===== config.mk =====
export PLATFORM = sky130hd
export DESIGN_NAME = wwd_windowed_watchdog
export DESIGN_NICKNAME = d
export VERILOG_FILES = /design/src/hdl/wwd_pkg.sv /design/src/hdl/wwd_pin_sync.sv /design/src/hdl/wwd_window_check.sv /design/src/hdl/wwd_windowed_watchdog.sv
export SDC_FILE = /design/constraint.sdc
export NUM_CORES = 1
export LEC_CHECK = 0
export BUFFER_PORTS_ARGS = -buffer_cell sky130_fd_sc_hd__buf_2
export CORE_MARGIN = 1
export CORE_UTILIZATION = 53
export CTS_CLUSTER_SIZE = 25
export DETAILED_ROUTE_END_ITERATION = 7
export PLACE_DENSITY = 0.84
export SYNTH_ARGS = -nofsm -noshare
export SYNTH_HDL_FRONTEND = slang
export SYNTH_SLANG_ARGS = --single-unit

===== constraint.sdc =====
create_clock -name core_clk -period 4.7 [get_ports core_clk]
set_clock_uncertainty 0.15 [all_clocks]
set_input_delay 0.47 -clock core_clk [delete_from_list [all_inputs] [get_ports core_clk]]
set_output_delay 0.47 -clock core_clk [all_outputs]
set_load 0.05 [all_outputs]

===== src/hdl/wwd_pkg.sv =====
// Constants, register map and carrier types of the windowed watchdog.
// Assumes an APB master with 32-bit data and a byte address of 8 bits.
package wwd_pkg;

  // ----------------------------------------------------------------
  // Register map
  // ----------------------------------------------------------------
  localparam logic [7:0] ADDR_CTRL0    = 8'h00;
  localparam logic [7:0] ADDR_CTRL1    = 8'h04;
  localparam logic [7:0] ADDR_PSC_LOW  = 8'h08;
  localparam logic [7:0] ADDR_PSC_HIGH = 8'h0c;
  localparam logic [7:0] ADDR_WIN_CNT  = 8'h10;
  localparam logic [7:0] ADDR_CAUSE    = 8'h14;
  localparam logic [7:0] ADDR_STATUS   = 8'h18;

  // ----------------------------------------------------------------
  // Field positions
  // ----------------------------------------------------------------
  localparam int CTRL0_EN_BIT   = 0;
  localparam int CTRL0_PS_LSB   = 1;
  localparam int CTRL1_WIN_LSB  = 0;
  localparam int CTRL1_CS_LSB   = 4;
  localparam int TMR_PSC_LSB    = 0;
  localparam int TMR_STATE_BIT  = 2;
  localparam int TMR_WIN_LSB    = 3;
  localparam int CAUSE_RWD_BIT  = 4;
  localparam int CAUSE_WV_BIT   = 5;
  localparam int STAT_PD_BIT    = 3;
  localparam int STAT_TO_BIT    = 4;

  // ----------------------------------------------------------------
  // Reset values and codes
  // ----------------------------------------------------------------
  localparam logic [4:0] PERIOD_DEFAULT = 5'h0b;
  localparam logic [4:0] PERIOD_SW_SEL  = 5'h1f;
  localparam logic [4:0] PERIOD_MAX     = 5'h12;
  localparam logic [4:0] PERIOD_MIN     = 5'h00;
  localparam logic [2:0] WINDOW_SW_SEL  = 3'h7;
  localparam logic [2:0] WINDOW_FULL    = 3'h7;
  localparam logic [2:0] WINDOW_DEFAULT = 3'h7;
  localparam logic [2:0] CLOCK_SW_SEL   = 3'h7;
  localparam logic [2:0] CLOCK_DEFAULT  = 3'h0;
  localparam logic [1:0] MODE_ALWAYS    = 2'h3;
  localparam logic [1:0] MODE_AWAKE     = 2'h2;
  localparam logic [1:0] MODE_SOFT      = 2'h1;

  // ----------------------------------------------------------------
  // Counter geometry
  // ----------------------------------------------------------------
  localparam int CNT_W   = 23;
  localparam int PSC_W   = 18;
  localparam int WIN_W   = 5;
  localparam int PS_BASE = 5;

  // ----------------------------------------------------------------
  // Carriers
  // ----------------------------------------------------------------
  typedef struct packed {
    logic        psel;
    logic        penable;
    logic        pwrite;
    logic [7:0]  paddr;
    logic [31:0] pwdata;
  } wwd_apb_req_s;

  typedef struct packed {
    logic        pready;
    logic        pslverr;
    logic [31:0] prdata;
  } wwd_apb_rsp_s;

  typedef struct packed {
    logic [1:0] mode;
    logic [4:0] periodSel;
    logic [2:0] windowSel;
    logic [2:0] clockSel;
  } wwd_cfg_s;

  typedef struct packed {
    logic sleeping;
    logic clearInstr;
    logic ostRunning;
  } wwd_core_s;

endpackage


===== src/hdl/wwd_pin_sync.sv =====
// Three-stage synchroniser with agreement filter and rising-edge pulse.
// Assumes the input is asynchronous to core_clk.
`timescale 1ns/100ps
module wwd_pin_sync (
  input  wire logic core_clk,
  input  wire logic resetn,
  input  wire logic pinIn,
  output logic      level,
  output logic      rise
);

  logic stage1;
  logic stage2;
  logic stage3;

  // ----------------------------------------------------------------
  // Level accepted once the second and third stages agree
  // ----------------------------------------------------------------
  always_ff @(posedge core_clk or negedge resetn) begin
    if (!resetn) begin
      stage1 <= 1'b0;
      stage2 <= 1'b0;
      stage3 <= 1'b0;
      level  <= 1'b0;
    end else begin
      stage1 <= pinIn;
      stage2 <= stage1;
      stage3 <= stage2;
      if (stage2 == stage3) begin
        level <= stage3;
      end
    end
  end

  assign rise = (stage2 == stage3) & stage3 & ~level;

endmodule


===== src/hdl/wwd_window_check.sv =====
// Window-open decision from the five top bits of the watchdog count.
// Assumes the window code is already resolved between fuse and software.
`timescale 1ns/100ps
module wwd_window_check (
  input  wire logic [2:0] windowCode,
  input  wire logic [4:0] windowValue,
  output logic            windowOpen
);

  import wwd_pkg::*;

  // Closed below (7 - code) * 4, open to the end of the period
  wire logic [4:0] threshold = {~windowCode, 2'b00};

  assign windowOpen = (windowCode == WINDOW_FULL) |
                      (windowValue >= threshold);

endmodule


===== src/hdl/wwd_windowed_watchdog.sv =====
// Windowed watchdog: period counter, window check, arming, resets, wake.
// Assumes the slow watchdog oscillator arrives as an asynchronous pin and
// the core delivers sleep, clear and start-up state on core_clk.
//
// The register addresses and the APB interface to the registers were chosen for this implementation.
`timescale 1ns/100ps
module wwd_windowed_watchdog (
  input  wire logic                  core_clk,
  input  wire logic                  resetn,
  input  wire wwd_pkg::wwd_apb_req_s apbReq,
  output wwd_pkg::wwd_apb_rsp_s      apbRsp,
  input  wire wwd_pkg::wwd_cfg_s     cfg,
  input  wire wwd_pkg::wwd_core_s    core,
  input  wire logic                  wdogOscPin,
  output logic                       resetRequest,
  output logic                       wakeRequest
);

  import wwd_pkg::*;

  // ----------------------------------------------------------------
  // State
  // ----------------------------------------------------------------
  logic [4:0]       swPeriodSelect;
  logic             softEnable;
  logic [2:0]       swWindowSelect;
  logic [2:0]       swClockSelect;
  logic [CNT_W-1:0] count;
  logic             armed;
  logic             sleepSeen;
  logic             timeoutStatus;
  logic             powerdownStatus;
  logic             windowViolation_n;
  logic             watchdogReset_n;

  // ----------------------------------------------------------------
  // Watchdog oscillator tick
  // ----------------------------------------------------------------
  logic oscTick;

  wwd_pin_sync u_osc_sync (
    .core_clk (core_clk),
    .resetn   (resetn),
    .pinIn    (wdogOscPin),
    .level    (),
    .rise     (oscTick)
  );

  // ----------------------------------------------------------------
  // Period and window selection
  // ----------------------------------------------------------------
  wire logic       periodBySw = (cfg.periodSel == PERIOD_SW_SEL);
  wire logic       windowBySw = (cfg.windowSel == WINDOW_SW_SEL);
  wire logic       clockBySw  = (cfg.clockSel == CLOCK_SW_SEL);

  wire logic [4:0] periodCode = periodBySw ? swPeriodSelect
                                           : cfg.periodSel;
  wire logic [4:0] periodUsed = (periodCode > PERIOD_MAX) ? PERIOD_MIN
                                                          : periodCode;
  wire logic [2:0] windowCode = windowBySw ? swWindowSelect
                                           : cfg.windowSel;
  wire logic [2:0] clockCode  = clockBySw ? swClockSelect : cfg.clockSel;
  wire logic       windowMode = (windowCode != WINDOW_FULL);

  // Divide ratio 2^(5+code); the count ends one below it
  wire logic [CNT_W:0]   periodSpan = (CNT_W+1)'(1) << (PS_BASE + int'(periodUsed));
  wire logic [CNT_W-1:0] lastCount  = CNT_W'(periodSpan - (CNT_W+1)'(1));
  wire logic [CNT_W-1:0] lowMask    = CNT_W'((CNT_W+1)'(1) << periodUsed)
                                      - CNT_W'(1);

  // Five top bits of the running period, and the prescale part below them
  wire logic [WIN_W-1:0] windowValue = WIN_W'(count >> periodUsed);
  wire logic [PSC_W-1:0] prescaleCnt = PSC_W'(count & lowMask);

  logic windowOpen;

  wwd_window_check u_window (
    .windowCode  (windowCode),
    .windowValue (windowValue),
    .windowOpen  (windowOpen)
  );

  // ----------------------------------------------------------------
  // Operating mode
  // ----------------------------------------------------------------
  wire logic modeAlways = (cfg.mode == MODE_ALWAYS);
  wire logic modeAwake  = (cfg.mode == MODE_AWAKE);
  wire logic modeSoft   = (cfg.mode == MODE_SOFT);
  wire logic enabled    = modeAlways |
                          (modeAwake & ~core.sleeping) |
                          (modeSoft & softEnable);

  // ----------------------------------------------------------------
  // APB decode
  // ----------------------------------------------------------------
  wire logic accessPhase = apbReq.psel & apbReq.penable;
  wire logic accessDone  = accessPhase & apbRsp.pready;
  wire logic busWrite    = accessDone & apbReq.pwrite;
  wire logic busRead     = accessDone & ~apbReq.pwrite;

  wire logic hitCtrl0    = (apbReq.paddr == ADDR_CTRL0);
  wire logic hitCtrl1    = (apbReq.paddr == ADDR_CTRL1);
  wire logic hitPscLow   = (apbReq.paddr == ADDR_PSC_LOW);
  wire logic hitPscHigh  = (apbReq.paddr == ADDR_PSC_HIGH);
  wire logic hitWinCnt   = (apbReq.paddr == ADDR_WIN_CNT);
  wire logic hitCause    = (apbReq.paddr == ADDR_CAUSE);
  wire logic hitStatus   = (apbReq.paddr == ADDR_STATUS);
  wire logic hitAny      = hitCtrl0 | hitCtrl1 | hitPscLow | hitPscHigh |
                           hitWinCnt | hitCause | hitStatus;

  wire logic wrCtrl0     = busWrite & hitCtrl0;
  wire logic wrCtrl1     = busWrite & hitCtrl1;
  wire logic wrCause     = busWrite & hitCause;
  wire logic rdCtrl0     = busRead & hitCtrl0;

  // ----------------------------------------------------------------
  // Read data
  // ----------------------------------------------------------------
  wire logic [7:0] ctrl0Word = {2'b00, periodCode, softEnable};
  wire logic [7:0] ctrl1Word = {1'b0, clockCode, 1'b0, windowCode};
  wire logic [7:0] winWord   = {windowValue, armed,
                                prescaleCnt[PSC_W-1:16]};
  wire logic [7:0] causeWord = {2'b00, windowViolation_n, watchdogReset_n,
                                4'h0};
  wire logic [7:0] statWord  = {3'b000, timeoutStatus, powerdownStatus,
                                3'b000};

  wire logic [7:0] readByte =
    hitCtrl0   ? ctrl0Word :
    hitCtrl1   ? ctrl1Word :
    hitPscLow  ? prescaleCnt[7:0] :
    hitPscHigh ? prescaleCnt[15:8] :
    hitWinCnt  ? winWord :
    hitCause   ? causeWord :
    hitStatus  ? statWord : 8'h00;

  // ----------------------------------------------------------------
  // Events
  // ----------------------------------------------------------------
  wire logic sleepEnter  = core.sleeping & ~sleepSeen;
  wire logic sleepExit   = ~core.sleeping & sleepSeen;
  wire logic clearGood   = armed & windowOpen;
  wire logic clearValid  = enabled & core.clearInstr &
                           (~windowMode | clearGood);
  wire logic violation   = enabled & core.clearInstr & windowMode &
                           ~clearGood;
  // A count held clear by the start-up timer cannot reach its end
  wire logic timeout     = enabled & oscTick & ~core.ostRunning &
                           (count == lastCount);
  wire logic sleepTimeout = timeout & core.sleeping;
  wire logic awakeTimeout = timeout & ~core.sleeping;

  // Divider setting writes to CTRL0 and CTRL1 are a clearing source, so they clear the count
  wire logic clearCount  = clearValid | violation | timeout |
                           sleepEnter | sleepExit |
                           ~enabled |
                           core.ostRunning |
                           wrCtrl0 | wrCtrl1;

  // ----------------------------------------------------------------
  // APB slave: one wait state, error on unmapped address
  // ----------------------------------------------------------------
  always_ff @(posedge core_clk or negedge resetn) begin
    if (!resetn) begin
      apbRsp <= '0;
    end else begin
      apbRsp.pready  <= accessPhase & ~apbRsp.pready;
      apbRsp.pslverr <= accessPhase & ~apbRsp.pready & ~hitAny;
      apbRsp.prdata  <= (accessPhase & ~apbRsp.pready & ~apbReq.pwrite) ?
                        {24'h000000, readByte} : 32'h00000000;
    end
  end

  // ----------------------------------------------------------------
  // Control registers
  // ----------------------------------------------------------------
  always_ff @(posedge core_clk or negedge resetn) begin
    if (!resetn) begin
      swPeriodSelect <= PERIOD_DEFAULT;
      softEnable     <= 1'b0;
      swWindowSelect <= WINDOW_DEFAULT;
      swClockSelect  <= CLOCK_DEFAULT;
    end else begin
      if (wrCtrl0) begin
        softEnable <= apbReq.pwdata[CTRL0_EN_BIT];
        if (periodBySw) begin
          swPeriodSelect <= apbReq.pwdata[CTRL0_PS_LSB +: 5];
        end
      end
      if (wrCtrl1) begin
        if (windowBySw) begin
          swWindowSelect <= apbReq.pwdata[CTRL1_WIN_LSB +: 3];
        end
        if (clockBySw) begin
          swClockSelect <= apbReq.pwdata[CTRL1_CS_LSB +: 3];
        end
      end
    end
  end

  // ----------------------------------------------------------------
  // Counter and arming
  // ----------------------------------------------------------------
  always_ff @(posedge core_clk or negedge resetn) begin
    if (!resetn) begin
      count     <= '0;
      armed     <= 1'b0;
      sleepSeen <= 1'b0;
    end else begin
      sleepSeen <= core.sleeping;
      if (clearCount) begin
        count <= '0;
      end else if (oscTick) begin
        count <= count + CNT_W'(1);
      end
      // An arming read in the same cycle as a clearing event wins
      if (rdCtrl0) begin
        armed <= 1'b1;
      end else if (clearCount) begin
        armed <= 1'b0;
      end
    end
  end

  // ----------------------------------------------------------------
  // Reset cause, core status, reset and wake requests
  // ----------------------------------------------------------------
  always_ff @(posedge core_clk or negedge resetn) begin
    if (!resetn) begin
      windowViolation_n <= 1'b1;
      watchdogReset_n   <= 1'b1;
      timeoutStatus     <= 1'b1;
      powerdownStatus   <= 1'b1;
      resetRequest      <= 1'b0;
      wakeRequest       <= 1'b0;
    end else begin
      resetRequest <= awakeTimeout | violation;
      wakeRequest  <= sleepTimeout;
      // Hardware clearing wins over a firmware write
      if (violation) begin
        windowViolation_n <= 1'b0;
      end else if (wrCause) begin
        windowViolation_n <= apbReq.pwdata[CAUSE_WV_BIT];
      end
      if (timeout) begin
        watchdogReset_n <= 1'b0;
      end else if (wrCause) begin
        watchdogReset_n <= apbReq.pwdata[CAUSE_RWD_BIT];
      end
      if (sleepTimeout) begin
        timeoutStatus   <= 1'b0;
        powerdownStatus <= 1'b0;
      end else if (awakeTimeout) begin
        timeoutStatus <= 1'b0;
      end else if (clearValid) begin
        timeoutStatus   <= 1'b1;
        powerdownStatus <= 1'b1;
      end else if (sleepEnter) begin
        timeoutStatus   <= 1'b1;
        powerdownStatus <= 1'b0;
      end
    end
  end

endmodule


==> metrics.cfg, run 1 <==
[route]
dr_total_vias = 7148
drt_first_iter_violations = 1038
remaining_drc_errors = 5
drtAntennaViolNets = 0
detail_route.vias_per_cell = 6.91
drt-wirelength-per-cell_um = 23.2
first_pass_iters = 8
final_wirelength_um = 24000

[critical_path]
critPathSlowestCell = sky130_fd_sc_hd__dfstp_2
total_buffers_and_inverters_traversed_by_the_critical_path = 3
cp.arrival_ps = 4430
crit_path_cell_trace = and3b_1 -> a21oi_4 -> inv_1 -> ha_1 -> buf_4 -> a31o_2 -> nand3_1 -> and4_1 -> nand2_1 -> or4_4 -> a2111oi_4 -> nand4_2 -> o21ai_4 -> buf_12 -> o21ai_1
cp-end-kind = flip-flop
critical_path.max_fanout = 24
timing.setup.critical_path_class = reg -> reg
cp_top_family = simple AND/OR/NAND/NOR gates
worstPathRequired_ps = 4760
max_stage_delay_ps = 610
ff2ff_setup_slack_ps = 330
startpoint_type = flip-flop

[cells_and_area]
final_nets = 958
syn2layout_area_growth_pct = 11.9
final_design_area_no_fill_um2 = 7210
insertedDiodeCount = 0
drive_above_1_share = 0.221

[power]
sw_frac_of_total = 0.354
switchingPower_mw = 0.561
p_comb_frac = 0.309
peakVddDrop_mv = 0.273
pwr_density_cell_nw_per_um2 = 220
power.sequential.fraction = 0.316
internal_power_mw = 1.02
p_leak_nw = 2.86
clock_power_share = 0.376
finalPower_mw = 1.58

[synth]
post_synth_num_cell_types = 93
synth.top_cells.by_area = sky130_fd_sc_hd__dfrtp_1 18%, sky130_fd_sc_hd__nand2_1 5.1%, sky130_fd_sc_hd__xnor2_1 4.6%
synth_edf_count = 0
synth.top_cell.area_share = 0.182
synthCells = 830
postSynth.topFlopCell = sky130_fd_sc_hd__dfrtp_1
synthArstFlopShare = 1.00
synth.cell_area_um2 = 6450
ys_seq_area_frac = 0.223
ys_seq_elements = 57
postSynthAreaPerCell_um2 = 7.77
synth-warning-count = 0
synthDominantAreaCellType = sky130_fd_sc_hd__dfrtp_1

[cts]
post_cts_setup_repair_bufs = 0
cts_resized = 0
h-tree-depth = 3
ctsLongestPathBuffers = 2
hold_buf_count_cts = 0
cts_tree = built
cts_root_buf = sky130_fd_sc_hd__clkbuf_16
cts.sink_count = 57
numCtsBuffers = 9
cts.reportedPaths.clkPinSlew_ps = 50
insertion_delay_ps = 340

[timing]
setup_viol = 0
slew_violations = 0
finalHoldViolCount = 0
setup_slack_ps = 331
layout_worst_path_cycle_share = 0.930
totalNegativeSetupSlack_ps = 0
max_slew_margin = 0.366
period_needed_ps = 4370
hold_slack_ps = 87.2
grt_setup_unrepaired = no
worst_slew_pin_slew_ps = 944
fmax_mhz = 229

[grt]
grt_pass1_vias = 6498
top_usage_layer = met2
grt.overflow.total = 0
grt_pass1_wl_um = 36900
gr-usage-met1 = 0.519
grt_util_all_layers = 0.386
grtUsageMet3 = 0.107
grt_antenna_before_repair = 0
use_met2 = 0.560
grt_max_degree = 58

[outcome]
run_status = finished, violations left
failed_checks = design-rule violations

[min_path]
worstHoldPathType = in -> reg

[die]
ios = 98
placement_rows = 39
initial_utilization = 0.555
die_w_um = 112
design.core.area_um2 = 11600
floorplan.die.height_um = 112
die_area_um2 = 12600

[placed_design]
gp_congestion = 1.04
detailed_place_hpwl_um = 17800
postPlaceCellArea_um2 = 6940
port_buffers = 48
place_ws_ps = 116

[job]
maxCapViolCount = 0

metal layers:
layer  part of all wire  routed length [µm]  up-vias
met3               0.13                3100      114
met4              0.056                1350        0
met5                  0                   0        -
met2               0.42               10000      508
met1               0.40                9510     3360
li1                   -                   -     3166
registers in the layout, indices dropped and copies added, names as in the netlist, 3 cells and up:
signal / count
count: 23
apbRsp: 10
swPeriodSelect: 5
swClockSelect: 3
swWindowSelect: 3
cells by family after synthesis:
family / Yosys count / share of synthesized area
and+or+nand+nor: 320 / 0.260
AOI/OAI and AO/OA: 258 / 0.291
buffers and inverters: 98 / 0.0786
xor gates and xnor gates: 57 / 0.0774
DFF: 57 / 0.223
muxes: 28 / 0.0503
adders and majority gates: 10 / 0.0190
other: 2 / 0.00117
metrics by stage:
stage | cells | utilization
6_report | 1035 | 0.621
5_1_grt | 1035 | 0.621
4_1_cts | 1035 | 0.621
3_5_place_dp | 1019 | 0.598
3_3_place_gp | 1019 | 0.598
2_1_floorplan | 853 | -
worst register-to-register path, cell delays in order, from the launching register on:
cell	delay [ps]
sky130_fd_sc_hd__dfstp_2	610
sky130_fd_sc_hd__and3b_1	250
sky130_fd_sc_hd__a21oi_4	70
sky130_fd_sc_hd__inv_1	160
sky130_fd_sc_hd__ha_1	300
sky130_fd_sc_hd__buf_4	210
sky130_fd_sc_hd__a31o_2	300
sky130_fd_sc_hd__nand3_1	180
sky130_fd_sc_hd__and4_1	270
sky130_fd_sc_hd__nand2_1	120
sky130_fd_sc_hd__or4_4	550
sky130_fd_sc_hd__a2111oi_4	390
sky130_fd_sc_hd__nand4_2	190
sky130_fd_sc_hd__o21ai_4	190
sky130_fd_sc_hd__buf_12	220
sky130_fd_sc_hd__o21ai_1	90
final cells by class:
| cell class | count | area [µm²] |
|---|---|---|
| repair buffers | 99 | 636 |
| fillers | 1027 | 4400 |
| multi-input cells | 698 | 4610 |
| well taps | 143 | 179 |
| inverters | 22 | 82.6 |
| clock buffers | 13 | 250 |
| flip-flops and latches | 57 | 1440 |
| clock inverters | 3 | 18.8 |
power by group through the flow:
stage	registers [mW]	clock network (mW)	logic [mW]
2_1_floorplan	0.513	0	0.332
3_3_place_gp	0.508	0	0.468
3_5_place_dp	0.508	0	0.470
4_1_cts	0.500	0.603	0.472
5_1_grt	0.500	0.625	0.518
6_report	0.500	0.595	0.489
cell usage in the layout, fill, tap and decap left out, drive strengths merged, types with 25 or more instances in the layout:
cell / n
buf: 99
nand2: 89
nor2: 74
o21ai: 55
a21oi: 50
dfrtp: 47
xnor2: 34
nand3: 32
nor3: 32
conb: 25
path summary, 6_finish.rpt:
kind,from,end,cells past startpoint
worst min-delay path,wdogOscPin,u_osc_sync.stage1,1
max in group asynchronous,resetn,swPeriodSelect[2],2
worst max register to register,swPeriodSelect[1],armed,15
worst min register to register,u_osc_sync.stage1,u_osc_sync.stage2,0
min in group asynchronous,resetn,wakeRequest,2
worst max-delay path,swPeriodSelect[1],armed,15
synthesized netlist by cell type, types with 23 or more instances:
| library cell | n |
|---|---|
| sky130_fd_sc_hd__clkbuf_1 | 33 |
| sky130_fd_sc_hd__xnor2_1 | 34 |
| sky130_fd_sc_hd__xor2_1 | 23 |
| sky130_fd_sc_hd__nand2_1 | 88 |
| sky130_fd_sc_hd__dfrtp_1 | 47 |
| sky130_fd_sc_hd__nor2_1 | 53 |
| sky130_fd_sc_hd__o21ai_0 | 43 |
| sky130_fd_sc_hd__nor3_1 | 31 |
| sky130_fd_sc_hd__a21oi_1 | 46 |
| sky130_fd_sc_hd__buf_4 | 25 |
| sky130_fd_sc_hd__nand3_1 | 32 |
(Power assumes the default switching activity.)
==> run 2, diff against run 1 <==
- GPL_TIMING_DRIVEN: not set -> 0
==> run 2 against run 1 <==
The flow still finishes with violations (design-rule violations). Via count is 2.1% higher. Clock-buffer cell count shrank 2. Fmax fell by 3.9%. Critical path type unchanged. Utilization is 2.2 points higher.
==> metrics.cfg, run 2 (synthesis gave the netlist of run 1 again) <==
[outcome]
run_status = finished, violations left
failed_checks = design-rule violations

[critical_path]
timing.reg2reg.worst_path_depth = 18
rr_startpoint = swPeriodSelect[0]
ff2ff_setup_slack_ps = 150
worstPathRequired_ps = 4770
max_stage_delay_ps = 610
cp.arrival_ps = 4620
crit_path_frequent_cell = sky130_fd_sc_hd__clkbuf_4
startpoint_type = flip-flop
total_buffers_and_inverters_traversed_by_the_critical_path = 6
cp_top_family = simple AND/OR/NAND/NOR gates
cp-end-kind = flip-flop
critPathSlowestCell = sky130_fd_sc_hd__dfstp_2
timing.setup.critical_path_class = reg -> reg
worst_r2r_endpoint = count[14]
crit_path_cell_trace = and3b_1 -> a21oi_4 -> inv_1 -> ha_4 -> clkbuf_4 -> clkbuf_4 -> nand3_1 -> ha_1 -> buf_2 -> and4_4 -> nand2_1 -> or4_4 -> a2111oi_4 -> nand4_2 -> o21ai_4 -> buf_12 -> buf_6 -> nor2_2
critical_path.max_fanout = 10

[power]
peakVddDrop_mv = 0.362
pwr_density_cell_nw_per_um2 = 221
sw_frac_of_total = 0.346
p_comb_frac = 0.305
clock_power_share = 0.393
power.sequential.fraction = 0.303
switchingPower_mw = 0.573
internal_power_mw = 1.08
p_leak_nw = 2.96

[die]
ios = 98
die_area_um2 = 12600
floorplan.die.height_um = 112
die_w_um = 112
initial_utilization = 0.555
design.core.area_um2 = 11600
placement_rows = 39

[route]
dr_total_vias = 7299
drtAntennaViolNets = 0
final_wirelength_um = 25000
drt-wirelength-per-cell_um = 23.5
drt_first_iter_violations = 1029
first_pass_iters = 8
detail_route.vias_per_cell = 6.84
remaining_drc_errors = 6

[grt]
grtUsageMet3 = 0.109
grt_util_all_layers = 0.405
grt_antenna_before_repair = 0
grt.overflow.total = 0
top_usage_layer = met2
grt_pass1_wl_um = 38300
gr-usage-met1 = 0.545
use_met2 = 0.598
grt_max_degree = 58
grt_pass1_vias = 6656

[timing]
setup_viol = 0
slew_violations = 0
layout_worst_path_cycle_share = 0.967
setup_slack_ps = 155
fmax_mhz = 220
finalHoldViolCount = 0
max_slew_margin = 0.334
hold_slack_ps = 21.7
period_needed_ps = 4550
grt_setup_unrepaired = yes
worst_slew_pin_slew_ps = 989

[cts]
h-tree-depth = 3
cts_root_buf = sky130_fd_sc_hd__clkbuf_16
cts.reportedPaths.clkPinSlew_ps = 50
hold_buf_count_cts = 0
numCtsBuffers = 9
cts_tree = built
ctsLongestPathBuffers = 2
cts.sink_count = 57
insertion_delay_ps = 340

[cells_and_area]
largest-register = count
largest_register_ffs = 23
most_frequent_cells_in_the_layout = 87 x sky130_fd_sc_hd__nand2_1, 52 x sky130_fd_sc_hd__buf_2, 52 x sky130_fd_sc_hd__nor2_1
layout_commonest_cell = sky130_fd_sc_hd__nand2_1
insertedDiodeCount = 0
finish.cell_count_without_fillers = 1067
registers_with_the_highest_flip_flop_counts = count (23), apbRsp (10), swPeriodSelect (5)
drive_above_1_share = 0.231
final_design_area_no_fill_um2 = 7470
final_nets = 990
syn2layout_area_growth_pct = 15.9

[min_path]
worstHoldPathType = in -> async

[placed_design]
postPlaceCellArea_um2 = 6970
detailed_place_hpwl_um = 18700
place_ws_ps = -1050
placed_cells = 1042
port_buffers = 46
gp_congestion = 1.04

[job]
maxCapViolCount = 0

==> run 2: changes by cell type in the layout (fill, tap and decap cells not counted), moves of 4 or more <==
| cell | before | now |
|---|---|---|
| sky130_fd_sc_hd__clkbuf_1 | 3 | 25 |
| sky130_fd_sc_hd__clkbuf_4 | 0 | 5 |
| sky130_fd_sc_hd__buf_2 | 48 | 52 |
| sky130_fd_sc_hd__buf_4 | 50 | 41 |
| sky130_fd_sc_hd__buf_6 | 0 | 4 |
==> run 2: how the worst max path moves through the flow <==
| stage | from | cells after the start | end | slack [ps] |
|---|---|---|---|---|
| after floorplan | cfg[10] | 20 | count[17] | 70 |
| after global placement | cfg[6] | 20 | count[12] | -1060 |
| after detailed placement | cfg[6] | 20 | count[7] | -1050 |
| after CTS | swPeriodSelect[1] | 19 | count[14] | 30 |
| after global routing | cfg[9] | 19 | resetRequest | -10 |
| final | swPeriodSelect[0] | 18 | count[14] | 150 |
==> run 2: stage by stage <==
step,setup TNS (ps),power [mW],utilization
final,0,1.65,0.643
after global routing,-16.5,1.72,0.643
after CTS,0,1.64,0.633
after detailed placement,-28860,0.973,0.600
after global placement,-29370,0.974,0.600
after floorplan,0,0.844,-
==> run 2: layout make-up <==
class	instances	area (µm²)
fill	1066	4140
sequential	57	1440
tap	143	179
clock inverter	5	55.1
timing repair buffer	58	335
buffer	73	454
clock buffer	11	243
multi-input combinational	698	4680
inverter	22	82.6
==> run 2: power by group through the flow <==
stage               sequential, mW  combinational, mW  clock, mW
floorplan                    0.513              0.332          0
global placement             0.508              0.466          0
detailed placement           0.508              0.465          0
CTS                          0.500              0.476      0.660
global route                 0.500              0.533      0.683
finish                       0.501              0.504      0.650
==> run 2: worst register-to-register path, delay by kind of cell (launching register included) <==
family	cells	cell delay, ps
simple gates	7	1510
fa+ha+maj	2	410
flops	1	610
compound gates	3	670
buf+inv	6	1090
==> run 2: repair_timing <==
item                                    in CTS  in global routing
buffers inserted                             4                  8
pin swaps                                    4                  4
endpoints found under the setup margin      30                 27
gates resized for setup                     16                 21
==> run 2: per-layer routing <==
layer / wire [µm] / part of all wire / up-vias
met3: 3350 / 0.13 / 91
met2: 10400 / 0.42 / 549
met4: 1260 / 0.050 / 2
met5: 41 / 0.0016 / -
met1: 9950 / 0.40 / 3425
li1: - / - / 3232
==> run 3, diff against run 2 <==
- PLACE_DENSITY: 0.84 -> 0.74
==> run 3 against run 2 <==
The flow still finishes with violations (design-rule violations). Critical endpoint is now count[16]. Largest power group unchanged. Highest routed layer is now met4. Critical path type is now in -> reg. Final area about the same. Non-clock buffer count unchanged. Critical path depth grew 2.
==> metrics.cfg, run 3 (synthesis gave the netlist of run 1 again) <==
[route]
topRoutingLayerUsed = met4
first_pass_iters = 8
drt-met1-wl_um = 9530
dr_total_vias = 7557
met2_wirelength_um = 11400
route.met3.wl_um = 4180
drtAntennaViolNets = 0
drt_first_iter_violations = 1152
final_wirelength_um = 26700
drt-wirelength-per-cell_um = 25.0
detail_route.vias_per_cell = 7.08
remaining_drc_errors = 6

[cts]
numCtsBuffers = 9
ctsLongestPathBuffers = 2
cts.sink_count = 57
h-tree-depth = 3
cts_tree = built
cts_root_buf = sky130_fd_sc_hd__clkbuf_16
insertion_delay_ps = 350
hold_buf_count_cts = 0
cts.reportedPaths.clkPinSlew_ps = 50

[grt]
grt_pass1_wl_um = 40400
grt_pass1_vias = 7140
grt.overflow.total = 0
grt_max_degree = 58
grt_util_all_layers = 0.429
grt_antenna_before_repair = 0

[cells_and_area]
layout_commonest_cell = sky130_fd_sc_hd__nand2_1
largest_register_ffs = 23
registers_with_the_highest_flip_flop_counts = count (23), apbRsp (10), swPeriodSelect (5)
final_design_area_no_fill_um2 = 7480
fillCellCount = 1024
drive_above_1_share = 0.236
most_frequent_cells_in_the_layout = 86 x sky130_fd_sc_hd__nand2_1, 52 x sky130_fd_sc_hd__nor2_1, 51 x sky130_fd_sc_hd__buf_2
insertedDiodeCount = 0
final_nets = 990
largest-register = count
syn2layout_area_growth_pct = 16.0

[die]
ios = 98
placement_rows = 39
initial_utilization = 0.555
design.core.area_um2 = 11600
floorplan.die.height_um = 112
die_w_um = 112
die_area_um2 = 12600

[power]
p_leak_nw = 2.96
pwr_density_cell_nw_per_um2 = 222
peakVddDrop_mv = 0.394
finalPower_mw = 1.66

[critical_path]
startpoint_type = input port
critical_path.max_fanout = 10
timing.setup.critical_path_class = in -> reg
cp-end-kind = flip-flop
rr_startpoint = swPeriodSelect[0]
cp.arrival_ps = 4670
worstPathRequired_ps = 4770
timing.critical_path.from = cfg[10]

[timing]
period_needed_ps = 4600
layout_worst_path_cycle_share = 0.978
fmax_mhz = 217
max_slew_margin = 0.349
setup_viol = 0
finalHoldViolCount = 0
slew_violations = 0
hold_slack_ps = 27.1
worst_slew_pin_slew_ps = 967

[min_path]
worstHoldPathType = in -> async

[placed_design]
port_buffers = 46
postPlaceCellArea_um2 = 6970
gp_congestion = 1.05
detailed_place_hpwl_um = 20000

[job]
maxCapViolCount = 0

[outcome]
failed_checks = design-rule violations
run_status = finished, violations left

==> run 3: metal layers <==
metal	vias up	track usage
met2	636	0.657
met1	3530	0.536
met5	-	0
met4	0	0.225
met3	148	0.145
li1	3243	-
==> run 3: final timing paths <==
kind	to	cells after the start	slack, ps
min in group core_clk	u_osc_sync.stage1	1	80
hold reg to reg	u_osc_sync.stage2	0	210
hold / removal	count[8]	1	30
setup / recovery	count[16]	20	100
setup reg to reg	count[16]	18	130
max in group asynchronous	swPeriodSelect[4]	1	3860
==> run 3: worst max-delay path, stage by stage <==
cell,delay [ps]
sky130_fd_sc_hd__buf_2,210
sky130_fd_sc_hd__buf_6,190
sky130_fd_sc_hd__and3b_1,220
sky130_fd_sc_hd__a21oi_4,190
sky130_fd_sc_hd__inv_2,100
sky130_fd_sc_hd__ha_4,280
sky130_fd_sc_hd__clkbuf_4,210
sky130_fd_sc_hd__clkbuf_4,210
sky130_fd_sc_hd__nand3_1,150
sky130_fd_sc_hd__ha_1,170
sky130_fd_sc_hd__clkbuf_4,190
sky130_fd_sc_hd__and4_4,230
sky130_fd_sc_hd__nand2_1,110
sky130_fd_sc_hd__or4_4,550
sky130_fd_sc_hd__a2111oi_4,370
sky130_fd_sc_hd__nand4_2,210
sky130_fd_sc_hd__o21ai_4,220
sky130_fd_sc_hd__buf_12,150
sky130_fd_sc_hd__buf_6,170
sky130_fd_sc_hd__nor2_2,60
==> run 3: final cells by class <==
class,count,area [µm²],area share
multi-input cells,698,4700,0.628
flip-flops and latches,57,1440,0.193
plain buffers,73,453,0.0606
repair buffers,58,335,0.0448
clock buffers,12,246,0.0330
well taps,143,179,0.0239
inverters,22,82.6,0.0110
clock inverters,4,45.0,0.00602
==> run 3: timing repair <==
action                                  CTS  global route
gates resized for setup                  13            29
setup buffers                             5             7
endpoints found under the setup margin   30            30
pin swaps                                 3             3
==> run 3: power breakdown <==
part | total (mW) | internal, mW | switching (mW)
registers | 0.500 | 0.497 | 0.00323
logic | 0.511 | 0.163 | 0.349
clock network | 0.649 | 0.421 | 0.229
total | 1.66 | 1.08 | 0.581
==> run 3: metrics by stage <==
stage / utilization / setup TNS, ps / setup slack, ps / cells
after floorplan: - / 0 / 70.4 / 853
after global placement: 0.600 / -33710 / -1210 / 1042
after detailed placement: 0.600 / -35120 / -1260 / 1042
after CTS: 0.632 / 0 / 3.28 / 1062
after global routing: 0.644 / -47.6 / -9.88 / 1067
final: 0.644 / 0 / 102 / 1067
